**config.mk**
```make
export PLATFORM = sky130hd
export DESIGN_NAME = dpa_top
export DESIGN_NICKNAME = d
export VERILOG_FILES = /design/src/inc/dpa_pkg.sv /design/src/rtl/dpa_top.sv /design/src/rtl/dpa_agu_lane.sv /design/src/rtl/dpa_coef_addr.sv
export SDC_FILE = /design/constraint.sdc
export NUM_CORES = 2
export LEC_CHECK = 0
export BUFFER_PORTS_ARGS = -buffer_cell sky130_fd_sc_hd__buf_2
export CORE_MARGIN = 5
export CORE_UTILIZATION = 57
export DETAILED_ROUTE_END_ITERATION = 8
export GPL_ROUTABILITY_DRIVEN = 1
export HOLD_SLACK_MARGIN = 0.12
export PLACE_DENSITY = 0.78
export SKIP_LAST_GASP = 1
export SYNTH_ARGS = -nofsm -noshare
export SYNTH_HDL_FRONTEND = slang
export SYNTH_SLANG_ARGS = --single-unit
```
**constraint.sdc**
```tcl
create_clock -name pclk -period 4.8 [get_ports pclk]
set_input_delay 0.72 -clock pclk [delete_from_list [all_inputs] [get_ports pclk]]
set_output_delay 0.72 -clock pclk [all_outputs]
set_load 0.1 [all_outputs]
```
**src/inc/dpa_pkg.sv**
```systemverilog
// Constants, register map and types for the dual pointer and coefficient address generator
package dpa_pkg;
    localparam int unsigned DPA_AW = 8;
    // ============================================================
    // Register byte offsets
    localparam logic [7:0] DPA_OFS_XPTR0 = 8'h00;  // Eight words, one per pointer
    localparam logic [7:0] DPA_OFS_TMP0 = 8'h20;
    localparam logic [7:0] DPA_OFS_TMP1 = 8'h24;
    localparam logic [7:0] DPA_OFS_BUFFER_START_PAIR01 = 8'h28;  // Four words, one per pointer pair
    localparam logic [7:0] DPA_OFS_ST2 = 8'h38;
    localparam logic [7:0] DPA_OFS_CTRL = 8'h3C;
    localparam logic [7:0] DPA_OFS_XCOEF = 8'h40;
    localparam logic [7:0] DPA_OFS_BSAC = 8'h44;
    localparam logic [7:0] DPA_OFS_LASTX = 8'h48;
    localparam logic [7:0] DPA_OFS_LASTY = 8'h4C;
    // ============================================================
    // Field positions
    localparam int unsigned DPA_ST2_COEF_BIT = 8;   // Bits 0..7 circular flag per pointer
    localparam int unsigned DPA_CTRL_COMPAT_BIT = 0;
    localparam int unsigned DPA_CTRL_AMSEL_BIT = 1;
    // ============================================================
    // Reset values
    localparam logic [22:0] DPA_RST_XPTR = 23'h000000;
    localparam logic [15:0] DPA_RST_REG16 = 16'h0000;
    localparam logic [8:0] DPA_RST_ST2 = 9'h000;
    // ============================================================
    // Step sizes
    localparam logic [15:0] DPA_STEP_SHORT = 16'h0001;
    localparam logic [15:0] DPA_STEP_LONG = 16'h0002;
    // ============================================================
    // Types
    typedef enum logic [2:0] {
        DPA_MOD_NONE,
        DPA_MOD_INC,
        DPA_MOD_DEC,
        DPA_MOD_ADD_IDX,
        DPA_MOD_SUB_IDX,
        DPA_MOD_BASE_IDX,
        DPA_MOD_ADD_T1,
        DPA_MOD_SUB_T1
    } dpa_mod_t;
    typedef enum logic [1:0] {
        DPA_CA_DATA,
        DPA_CA_BIT,
        DPA_CA_IO
    } dpa_cacc_t;
endpackage

```
**src/rtl/dpa_top.sv**
```systemverilog
// Dual pointer and coefficient address generator with APB register file
//
// The APB interface to the registers and the register addresses were decided locally.
`timescale 1ns/1ps
module dpa_top
    import dpa_pkg::*;
(
    input wire logic pclk,
    input wire logic presetn,
    input wire logic ce,
    // APB slave
    input wire logic psel,
    input wire logic penable,
    input wire logic pwrite,
    input wire logic [DPA_AW-1:0] paddr,
    input wire logic [31:0] pwdata,
    input wire logic [3:0] pstrb,
    output logic [31:0] prdata,
    output logic pready,
    output logic pslverr,
    // Dual operand request from the CPU pipeline
    input wire logic dual_valid,
    input wire logic dual_instr,
    input wire logic [2:0] x_sel,
    input wire logic [2:0] x_mode,
    input wire logic x_long,
    input wire logic [2:0] y_sel,
    input wire logic [2:0] y_mode,
    input wire logic y_long,
    output logic [22:0] x_addr,
    output logic [22:0] y_addr,
    output logic x_long_out,
    output logic y_long_out,
    output logic dual_addr_valid,
    // Coefficient access request
    input wire logic coef_valid,
    input wire logic [1:0] coef_type,
    output logic [22:0] coef_data_addr,
    output logic [5:0] coef_bit_num,
    output logic [15:0] coef_io_addr,
    output logic coef_data_valid,
    output logic coef_bit_valid,
    output logic coef_io_valid
);
    // ============================================================
    // Register state
    logic [22:0] xptr_q [8];
    logic [22:0] xptr_d [8];
    logic [15:0] tmp0_q, tmp0_d, tmp1_q, tmp1_d;
    logic [15:0] bsa_q [4];
    logic [15:0] bsa_d [4];
    logic [8:0] st2_q, st2_d;
    logic compat_q, compat_d, amsel_q, amsel_d;
    logic [22:0] xcoef_q, xcoef_d;
    logic [15:0] bsac_q, bsac_d;
    logic [31:0] prdata_q, prdata_d;
    logic pslverr_q, pslverr_d;

    // Address outputs
    logic [22:0] x_addr_q, x_addr_d, y_addr_q, y_addr_d;
    logic x_long_q, x_long_d, y_long_q, y_long_d;
    logic dav_q, dav_d;
    logic [22:0] cda_q, cda_d;
    logic [5:0] cbit_q, cbit_d;
    logic [15:0] cio_q, cio_d;
    logic cdv_q, cdv_d, cbv_q, cbv_d, civ_q, civ_d;

    // ============================================================
    // Bus decode
    logic [31:0] wmask;
    logic setup, wr_acc;
    logic [5:0] widx;
    logic map_hit;

    assign setup = psel && !penable;
    assign wr_acc = psel && penable && pwrite && ce;
    assign widx = paddr[7:2];
    assign wmask = {{8{pstrb[3]}}, {8{pstrb[2]}}, {8{pstrb[1]}}, {8{pstrb[0]}}};
    assign map_hit = (paddr[1:0] == 2'b00) && (paddr <= DPA_OFS_LASTY);

    // Merge byte lanes into an old word
    function automatic logic [31:0] merge(input logic [31:0] old, input logic [31:0] m,
                                          input logic [31:0] nw);
        merge = (old & ~m) | (nw & m);
    endfunction

    // ============================================================
    // Address lanes
    logic x_long_eff, y_long_eff;
    logic [22:0] x_ptr_ext, y_ptr_ext, x_a, y_a;
    logic [15:0] x_new, y_new;
    logic x_upd, y_upd;

    // A dual-read instruction is always two single words; a parallel pair may use long words
    assign x_long_eff = x_long && !dual_instr;
    assign y_long_eff = y_long && !dual_instr;
    assign x_ptr_ext = xptr_q[x_sel];
    assign y_ptr_ext = xptr_q[y_sel];

    // First operand lane; the mode select bit deliberately plays no part here
    dpa_agu_lane u_lane_x (
        .ptr_ext(x_ptr_ext),
        .mode(x_mode),
        .long_acc(x_long_eff),
        .circ(st2_q[x_sel]),
        .bsa(bsa_q[x_sel[2:1]]),
        .compat(compat_q),
        .tmp0(tmp0_q),
        .aux0(xptr_q[0][15:0]),
        .tmp1(tmp1_q),
        .addr(x_a),
        .ptr_new(x_new),
        .upd(x_upd)
    );

    // Second operand lane
    dpa_agu_lane u_lane_y (
        .ptr_ext(y_ptr_ext),
        .mode(y_mode),
        .long_acc(y_long_eff),
        .circ(st2_q[y_sel]),
        .bsa(bsa_q[y_sel[2:1]]),
        .compat(compat_q),
        .tmp0(tmp0_q),
        .aux0(xptr_q[0][15:0]),
        .tmp1(tmp1_q),
        .addr(y_a),
        .ptr_new(y_new),
        .upd(y_upd)
    );

    // ============================================================
    // Coefficient path
    logic [22:0] c_da;
    logic [5:0] c_bn;
    logic [15:0] c_io;
    logic c_isd, c_isb, c_isi;

    dpa_coef_addr u_coef (
        .xcoef(xcoef_q),
        .acc_type(coef_type),
        .circ(st2_q[DPA_ST2_COEF_BIT]),
        .bsac(bsac_q),
        .data_addr(c_da),
        .bit_num(c_bn),
        .io_addr(c_io),
        .is_data(c_isd),
        .is_bit(c_isb),
        .is_io(c_isi)
    );

    // ============================================================
    // Pointer and register next state
    // Order: second lane, then first lane, then a software write. Software writes win
    // because a pointer write that enables byte lane 2 is the only way the page changes.
    always_comb begin
        xptr_d = xptr_q;
        tmp0_d = tmp0_q;
        tmp1_d = tmp1_q;
        bsa_d = bsa_q;
        st2_d = st2_q;
        compat_d = compat_q;
        amsel_d = amsel_q;
        xcoef_d = xcoef_q;
        bsac_d = bsac_q;
        // A pointer named by both lanes ends with the first lane's update
        if (dual_valid) begin
            if (y_upd) begin
                xptr_d[y_sel] = {xptr_q[y_sel][22:16], y_new};
            end
            if (x_upd) begin
                xptr_d[x_sel] = {xptr_q[x_sel][22:16], x_new};
            end
        end
        // Size casts keep only the register's own bits of the merged bus word;
        // the upper bus bits of a narrow register are simply dropped, never stored
        if (wr_acc) begin
            if (widx < 6'd8) begin
                xptr_d[widx[2:0]] = 23'(merge({9'h000, xptr_q[widx[2:0]]}, wmask,
                    pwdata));
            end else if ({widx, 2'b00} == DPA_OFS_TMP0) begin
                tmp0_d = 16'(merge({16'h0000, tmp0_q}, wmask, pwdata));
            end else if ({widx, 2'b00} == DPA_OFS_TMP1) begin
                tmp1_d = 16'(merge({16'h0000, tmp1_q}, wmask, pwdata));
            end else if (({widx, 2'b00} >= DPA_OFS_BUFFER_START_PAIR01) && ({widx, 2'b00} < DPA_OFS_ST2))
            begin
                bsa_d[widx[1:0] - 2'd2] = 16'(merge({16'h0000, bsa_q[widx[1:0] - 2'd2]},
                    wmask, pwdata));
            end else if ({widx, 2'b00} == DPA_OFS_ST2) begin
                st2_d = 9'(merge({23'h000000, st2_q}, wmask, pwdata));
            end else if ({widx, 2'b00} == DPA_OFS_CTRL) begin
                if (pstrb[0]) begin
                    compat_d = pwdata[DPA_CTRL_COMPAT_BIT];
                    amsel_d = pwdata[DPA_CTRL_AMSEL_BIT];
                end
            end else if ({widx, 2'b00} == DPA_OFS_XCOEF) begin
                xcoef_d = 23'(merge({9'h000, xcoef_q}, wmask, pwdata));
            end else if ({widx, 2'b00} == DPA_OFS_BSAC) begin
                bsac_d = 16'(merge({16'h0000, bsac_q}, wmask, pwdata));
            end
        end
    end

    always_ff @(posedge pclk or negedge presetn) begin
        if (!presetn) begin
            for (int i = 0; i < 8; i++) begin
                xptr_q[i] <= DPA_RST_XPTR;
            end
            for (int i = 0; i < 4; i++) begin
                bsa_q[i] <= DPA_RST_REG16;
            end
            tmp0_q <= DPA_RST_REG16;
            tmp1_q <= DPA_RST_REG16;
            st2_q <= DPA_RST_ST2;
            compat_q <= 1'b0;
            amsel_q <= 1'b0;
            xcoef_q <= DPA_RST_XPTR;
            bsac_q <= DPA_RST_REG16;
        end else if (ce) begin
            xptr_q <= xptr_d;
            bsa_q <= bsa_d;
            tmp0_q <= tmp0_d;
            tmp1_q <= tmp1_d;
            st2_q <= st2_d;
            compat_q <= compat_d;
            amsel_q <= amsel_d;
            xcoef_q <= xcoef_d;
            bsac_q <= bsac_d;
        end
    end

    // ============================================================
    // Read data is captured in the setup cycle so prdata comes from a flop
    always_comb begin
        prdata_d = prdata_q;
        pslverr_d = pslverr_q;
        if (setup) begin
            prdata_d = 32'h00000000;
            pslverr_d = !map_hit;
            if (widx < 6'd8) begin
                prdata_d = {9'h000, xptr_q[widx[2:0]]};
            end else begin
                case ({widx, 2'b00})
                    DPA_OFS_TMP0: prdata_d = {16'h0000, tmp0_q};
                    DPA_OFS_TMP1: prdata_d = {16'h0000, tmp1_q};
                    DPA_OFS_ST2: prdata_d = {23'h000000, st2_q};
                    DPA_OFS_CTRL: prdata_d = {30'h00000000, amsel_q, compat_q};
                    DPA_OFS_XCOEF: prdata_d = {9'h000, xcoef_q};
                    DPA_OFS_BSAC: prdata_d = {16'h0000, bsac_q};
                    DPA_OFS_LASTX: prdata_d = {9'h000, x_addr_q};
                    DPA_OFS_LASTY: prdata_d = {9'h000, y_addr_q};
                    default: begin
                        if (({widx, 2'b00} >= DPA_OFS_BUFFER_START_PAIR01) && ({widx, 2'b00} < DPA_OFS_ST2))
                        begin
                            prdata_d = {16'h0000, bsa_q[widx[1:0] - 2'd2]};
                        end
                    end
                endcase
            end
        end
    end

    always_ff @(posedge pclk or negedge presetn) begin
        if (!presetn) begin
            prdata_q <= 32'h00000000;
            pslverr_q <= 1'b0;
        end else if (ce) begin
            prdata_q <= prdata_d;
            pslverr_q <= pslverr_d;
        end
    end

    // Zero wait states; a frozen block holds the access open
    assign pready = ce;
    assign prdata = prdata_q;
    assign pslverr = pslverr_q && psel && penable;

    // ============================================================
    // Issued addresses, registered at the same edge that commits the pointers
    always_comb begin
        x_addr_d = x_addr_q;
        y_addr_d = y_addr_q;
        x_long_d = x_long_q;
        y_long_d = y_long_q;
        dav_d = dual_valid;
        if (dual_valid) begin
            x_addr_d = x_a;
            y_addr_d = y_a;
            x_long_d = x_long_eff;
            y_long_d = y_long_eff;
        end
        cda_d = cda_q;
        cbit_d = cbit_q;
        cio_d = cio_q;
        cdv_d = coef_valid && c_isd;
        cbv_d = coef_valid && c_isb;
        civ_d = coef_valid && c_isi;
        if (coef_valid) begin
            cda_d = c_da;
            cbit_d = c_bn;
            cio_d = c_io;
        end
    end

    always_ff @(posedge pclk or negedge presetn) begin
        if (!presetn) begin
            x_addr_q <= DPA_RST_XPTR;
            y_addr_q <= DPA_RST_XPTR;
            x_long_q <= 1'b0;
            y_long_q <= 1'b0;
            dav_q <= 1'b0;
            cda_q <= DPA_RST_XPTR;
            cbit_q <= 6'h00;
            cio_q <= DPA_RST_REG16;
            cdv_q <= 1'b0;
            cbv_q <= 1'b0;
            civ_q <= 1'b0;
        end else if (ce) begin
            x_addr_q <= x_addr_d;
            y_addr_q <= y_addr_d;
            x_long_q <= x_long_d;
            y_long_q <= y_long_d;
            dav_q <= dav_d;
            cda_q <= cda_d;
            cbit_q <= cbit_d;
            cio_q <= cio_d;
            cdv_q <= cdv_d;
            cbv_q <= cbv_d;
            civ_q <= civ_d;
        end
    end

    assign x_addr = x_addr_q;
    assign y_addr = y_addr_q;
    assign x_long_out = x_long_q;
    assign y_long_out = y_long_q;
    assign dual_addr_valid = dav_q;
    assign coef_data_addr = cda_q;
    assign coef_bit_num = cbit_q;
    assign coef_io_addr = cio_q;
    assign coef_data_valid = cdv_q;
    assign coef_bit_valid = cbv_q;
    assign coef_io_valid = civ_q;
endmodule // dpa_top

```
**src/rtl/dpa_agu_lane.sv**
```systemverilog
// One dual-operand address lane: address and pointer update for one access
`timescale 1ns/1ps
module dpa_agu_lane
    import dpa_pkg::*;
(
    input wire logic [22:0] ptr_ext,
    input wire logic [2:0] mode,
    input wire logic long_acc,
    input wire logic circ,
    input wire logic [15:0] bsa,
    input wire logic compat,
    input wire logic [15:0] tmp0,
    input wire logic [15:0] aux0,
    input wire logic [15:0] tmp1,
    output logic [22:0] addr,
    output logic [15:0] ptr_new,
    output logic upd
);
    logic [15:0] ptr;
    logic [15:0] step;
    logic [15:0] idx;
    logic [15:0] off;
    logic [15:0] lin;

    assign ptr = ptr_ext[15:0];
    assign step = long_acc ? DPA_STEP_LONG : DPA_STEP_SHORT;
    assign idx = compat ? aux0 : tmp0;

    // Modification forms; 16-bit sums wrap naturally and never touch the page
    always_comb begin
        off = 16'h0000;
        ptr_new = ptr;
        upd = 1'b0;
        case (dpa_mod_t'(mode))
            DPA_MOD_NONE: upd = 1'b0;
            DPA_MOD_INC: begin
                ptr_new = ptr + step;
                upd = 1'b1;
            end
            DPA_MOD_DEC: begin
                ptr_new = ptr - step;
                upd = 1'b1;
            end
            DPA_MOD_ADD_IDX: begin
                ptr_new = ptr + idx;
                upd = 1'b1;
            end
            DPA_MOD_SUB_IDX: begin
                ptr_new = ptr - idx;
                upd = 1'b1;
            end
            DPA_MOD_BASE_IDX: off = idx;
            DPA_MOD_ADD_T1: begin
                ptr_new = ptr + tmp1;
                upd = 1'b1;
            end
            DPA_MOD_SUB_T1: begin
                ptr_new = ptr - tmp1;
                upd = 1'b1;
            end
            default: upd = 1'b0;
        endcase
    end

    // Base is added only in circular mode; a carry out of bit 15 is dropped
    assign lin = ptr + off;
    assign addr = {ptr_ext[22:16], circ ? lin + bsa : lin};
endmodule // dpa_agu_lane

```
**src/rtl/dpa_coef_addr.sv**
```systemverilog
// Coefficient pointer interpretation by access type
`timescale 1ns/1ps
module dpa_coef_addr
    import dpa_pkg::*;
(
    input wire logic [22:0] xcoef,
    input wire logic [1:0] acc_type,
    input wire logic circ,
    input wire logic [15:0] bsac,
    output logic [22:0] data_addr,
    output logic [5:0] bit_num,
    output logic [15:0] io_addr,
    output logic is_data,
    output logic is_bit,
    output logic is_io
);
    logic [15:0] low;

    assign low = circ ? xcoef[15:0] + bsac : xcoef[15:0];
    assign data_addr = {xcoef[22:16], low};
    assign bit_num = xcoef[5:0];
    assign io_addr = xcoef[15:0];
    assign is_data = dpa_cacc_t'(acc_type) == DPA_CA_DATA;
    assign is_bit = dpa_cacc_t'(acc_type) == DPA_CA_BIT;
    assign is_io = dpa_cacc_t'(acc_type) == DPA_CA_IO;
endmodule // dpa_coef_addr

```
==> results.yml <==
clock_network:
  cts-root-buf: "clkbuf_16"
  numCtsBuffers: 51
  holdBufCountCts: 0
  clock_latency_ns: 0.67
  clkSinkCount: 445
  clockBufferDepth: 3
  cts_tree: "yes"
  htreeDepth: 2
  cts.reportedPaths.clkPinSlew_ns: 0.06
die:
  std_cell_rows: 88
  pin_count: 200
  die_x_um: 252
  design.die.area_um2: 63500
  dieHeight_um: 252
  coreArea_um2: 57900
  initial_utilization_pct: 57.7
critical_path:
  crit_path_max_fanout: 5
  cp.required_ns: 5.31
  critPathLaunchType: "flop"
  critPathMaxStageDelay_ns: 0.52
  critPathTopFamily: "compound AO/OA/AOI/OAI gates"
  crit_path_end_kind: "flop"
  critPathArrivalTime_ns: 5.46
  crit_slowest_cell: "dfrtp_2"
  worstSetupPathType: "reg -> reg"
  reg2reg_setup_slack_ns: -0.15
  worstPathCellList: "o22ai_4 > nor4_4 > buf_4 > ha_4 > inv_1 > fa_2 > nor2b_4 > o21ai_2 > a21boi_2 > o21ai_2 > a21boi_4 > buf_4 > o2111ai_2 > a31oi_1 > nor2_1 > ha_1 > nor2b_1 > a31oi_2 > a31oi_2 > or4b_4 > a31oi_4 > xor2_1 > o21ai_1"
  worst-path-buf-inv: 3
synthesis:
  synth.avg_cell_area_um2: 8.62
  synth_area_um2: 33400
  yosys.area.top_type: "dfrtp_1"
  netlist_top_cells_count: "620 x nand2_1, 445 x dfrtp_1, 355 x o21ai_0, 354 x nor2_1, 258 x a21oi_1"
  ys_ff_latch: 445
  synth_most_common_cell: "nand2_1"
  synth-seq-area-share_pct: 33.3
  yosys-top-cells-area: "dfrtp_1 33%, mux4_2 7.1%, nand2_1 7.0%"
  synthCells: 3874
  async_flop_share_pct: 100
  yosys_most_used_dff: "dfrtp_1"
  netlist.area_leader.share_pct: 33.3
  synth_warnings: 0
  synth_cell_type_count: 83
  synth_edf_count: 0
sta:
  worst_slack_ns: -0.147
  rsz0062_at_grt: "true"
  slew_viol_final: 0
  skew_ns: 0.0465
  maxSlewHeadroom_pct: 7.53
  setup_viol: 2
  period_minus_slack_ns: 4.95
  worst_pin_slew_ns: 1.38
  worst_hold_slack_ns: 0.0850
  finalCritPeriodShare_pct: 103
  timing_hold_violations_final: 0
  fmax_mhz: 202
final_layout:
  fin_cells: 5266
  nets: 4639
  syn_to_final_growth_pct: 24.3
  fillerInstances: 4428
  drive_gt1_share_pct: 28.5
placed_design:
  place_congestion: 1.16
  dp_hpwl_um: 125000
  io_buffers: 180
  place_inst: 5140
detailed_routing:
  dr.pass1.iters: 9
  routedWlPerCell_um: 32.3
  routed_wl_um: 170000
  drt-initial-drc-count: 6381
  drc: 0
  postRouteAntennaNets: 0
  vias: 38200
  vias_per_cell: 7.25
job:
  max_cap_viol_count: 0
global_route:
  antenna_found_initial: 10
  grt_use_total_pct: 51.2
  grt_pass1_wl_um: 242000
  grt_max_degree: 110
  grt_pass1_vias: 35700
  grt.overflow.total: 0
power:
  p_leak_nw: 19.2
  vdd_drop_max_v: 0.000444
  total_power_mw: 17.6
  p_per_area_nw_per_um2: 423
worst_hold_path:
  hold_path_class: "in -> async"
status:
  status: "finished, violations left"
  violations: "negative setup slack"
metrics by stage:
step | area, um2 | util (%) | setup TNS, ns | worst slack (ns)
3_5_place_dp | 39000 | 67.3 | -18.98 | -1.20
2_1_floorplan | 33800 | - | -0.900 | -0.444
3_3_place_gp | 39000 | 67.3 | -17.66 | -1.14
5_1_grt | 41500 | 71.6 | -0.558 | -0.197
4_1_cts | 41000 | 70.8 | -0.0870 | -0.0870
6_report | 41500 | 71.7 | -0.158 | -0.147
worst paths after layout:
kind                                    from                 to  depth (start not counted)
max in group asynchronous            presetn        xptr_q[107]                          2
min reg2reg                coef_data_addr[6]  coef_data_addr[6]                          2
max                               xptr_q[23]         y_addr[15]                         23
min in group pclk               coef_type[1]      coef_io_valid                          3
max reg2reg                       xptr_q[23]         y_addr[15]                         23
min                                  presetn    coef_io_addr[9]                          1
placed cells by master, fill, tap and decap left out, types with 12 or more instances in the layout:
cell,instances
nor2b_1,24
a21oi_1,253
nand3_1,56
mux4_2,105
and2_1,20
o221ai_1,19
xor2_1,48
a22oi_1,158
mux2_2,155
buf_4,600
a221oi_1,50
buf_12,15
o211ai_1,45
nand2b_1,13
a311oi_1,12
nand2_1,618
buf_2,170
and3_1,21
nand4_1,30
a31oi_1,38
nor2_1,347
or3_1,17
a21o_1,30
mux2i_1,88
inv_1,61
ha_1,99
a211oi_1,16
a22o_1,40
clkbuf_16,51
nor3_1,42
a221o_1,15
o21a_1,13
dfrtp_1,436
xnor2_1,51
o22ai_1,64
o21ai_0,343
metal layers:
layer  vias to the layer above  part of all wire (%)  GRT usage [%]
li1                      15500                     -              -
met4                        12                   8.4           30.2
met1                     18000                    34           65.1
met3                       976                    18           25.4
met2                      3702                    39           70.4
met5                         -                 0.053              0
cell type report:
class	instances	area [um2]	share of cell area, %
clock buffers	68	1450	3.49
repair buffers	797	5800	14.0
diodes	6	15.0	0.0362
multi-input cells	3094	21600	52.0
well taps	765	957	2.31
clock inverters	24	303	0.730
flip-flops and latches	445	11100	26.9
inverters	67	256	0.618
report_power, final:
group	leakage (nW)	total, mW	switching, mW	internal (mW)
Sequential	5.88	5.24	1.01	4.23
Clock	0.859	4.18	1.83	2.36
Combinational	12.5	8.13	5.13	3.01
cell families after synthesis:
logic type	share of synthesized area [%]
compound gates	23.3
flops	33.3
buf+inv	4.16
mux	15.2
simple gates	16.8
xor+xnor	2.77
other cells	0.0112
fa+ha+maj	4.43
repair_timing:
item / in CTS / in global routing
pin swaps: 37 / 54
endpoints found under the setup margin: 32 / 30
setup buffers: 12 / 17
gates resized for setup: 56 / 71
Note: power is estimated with default switching activity, not from simulation.
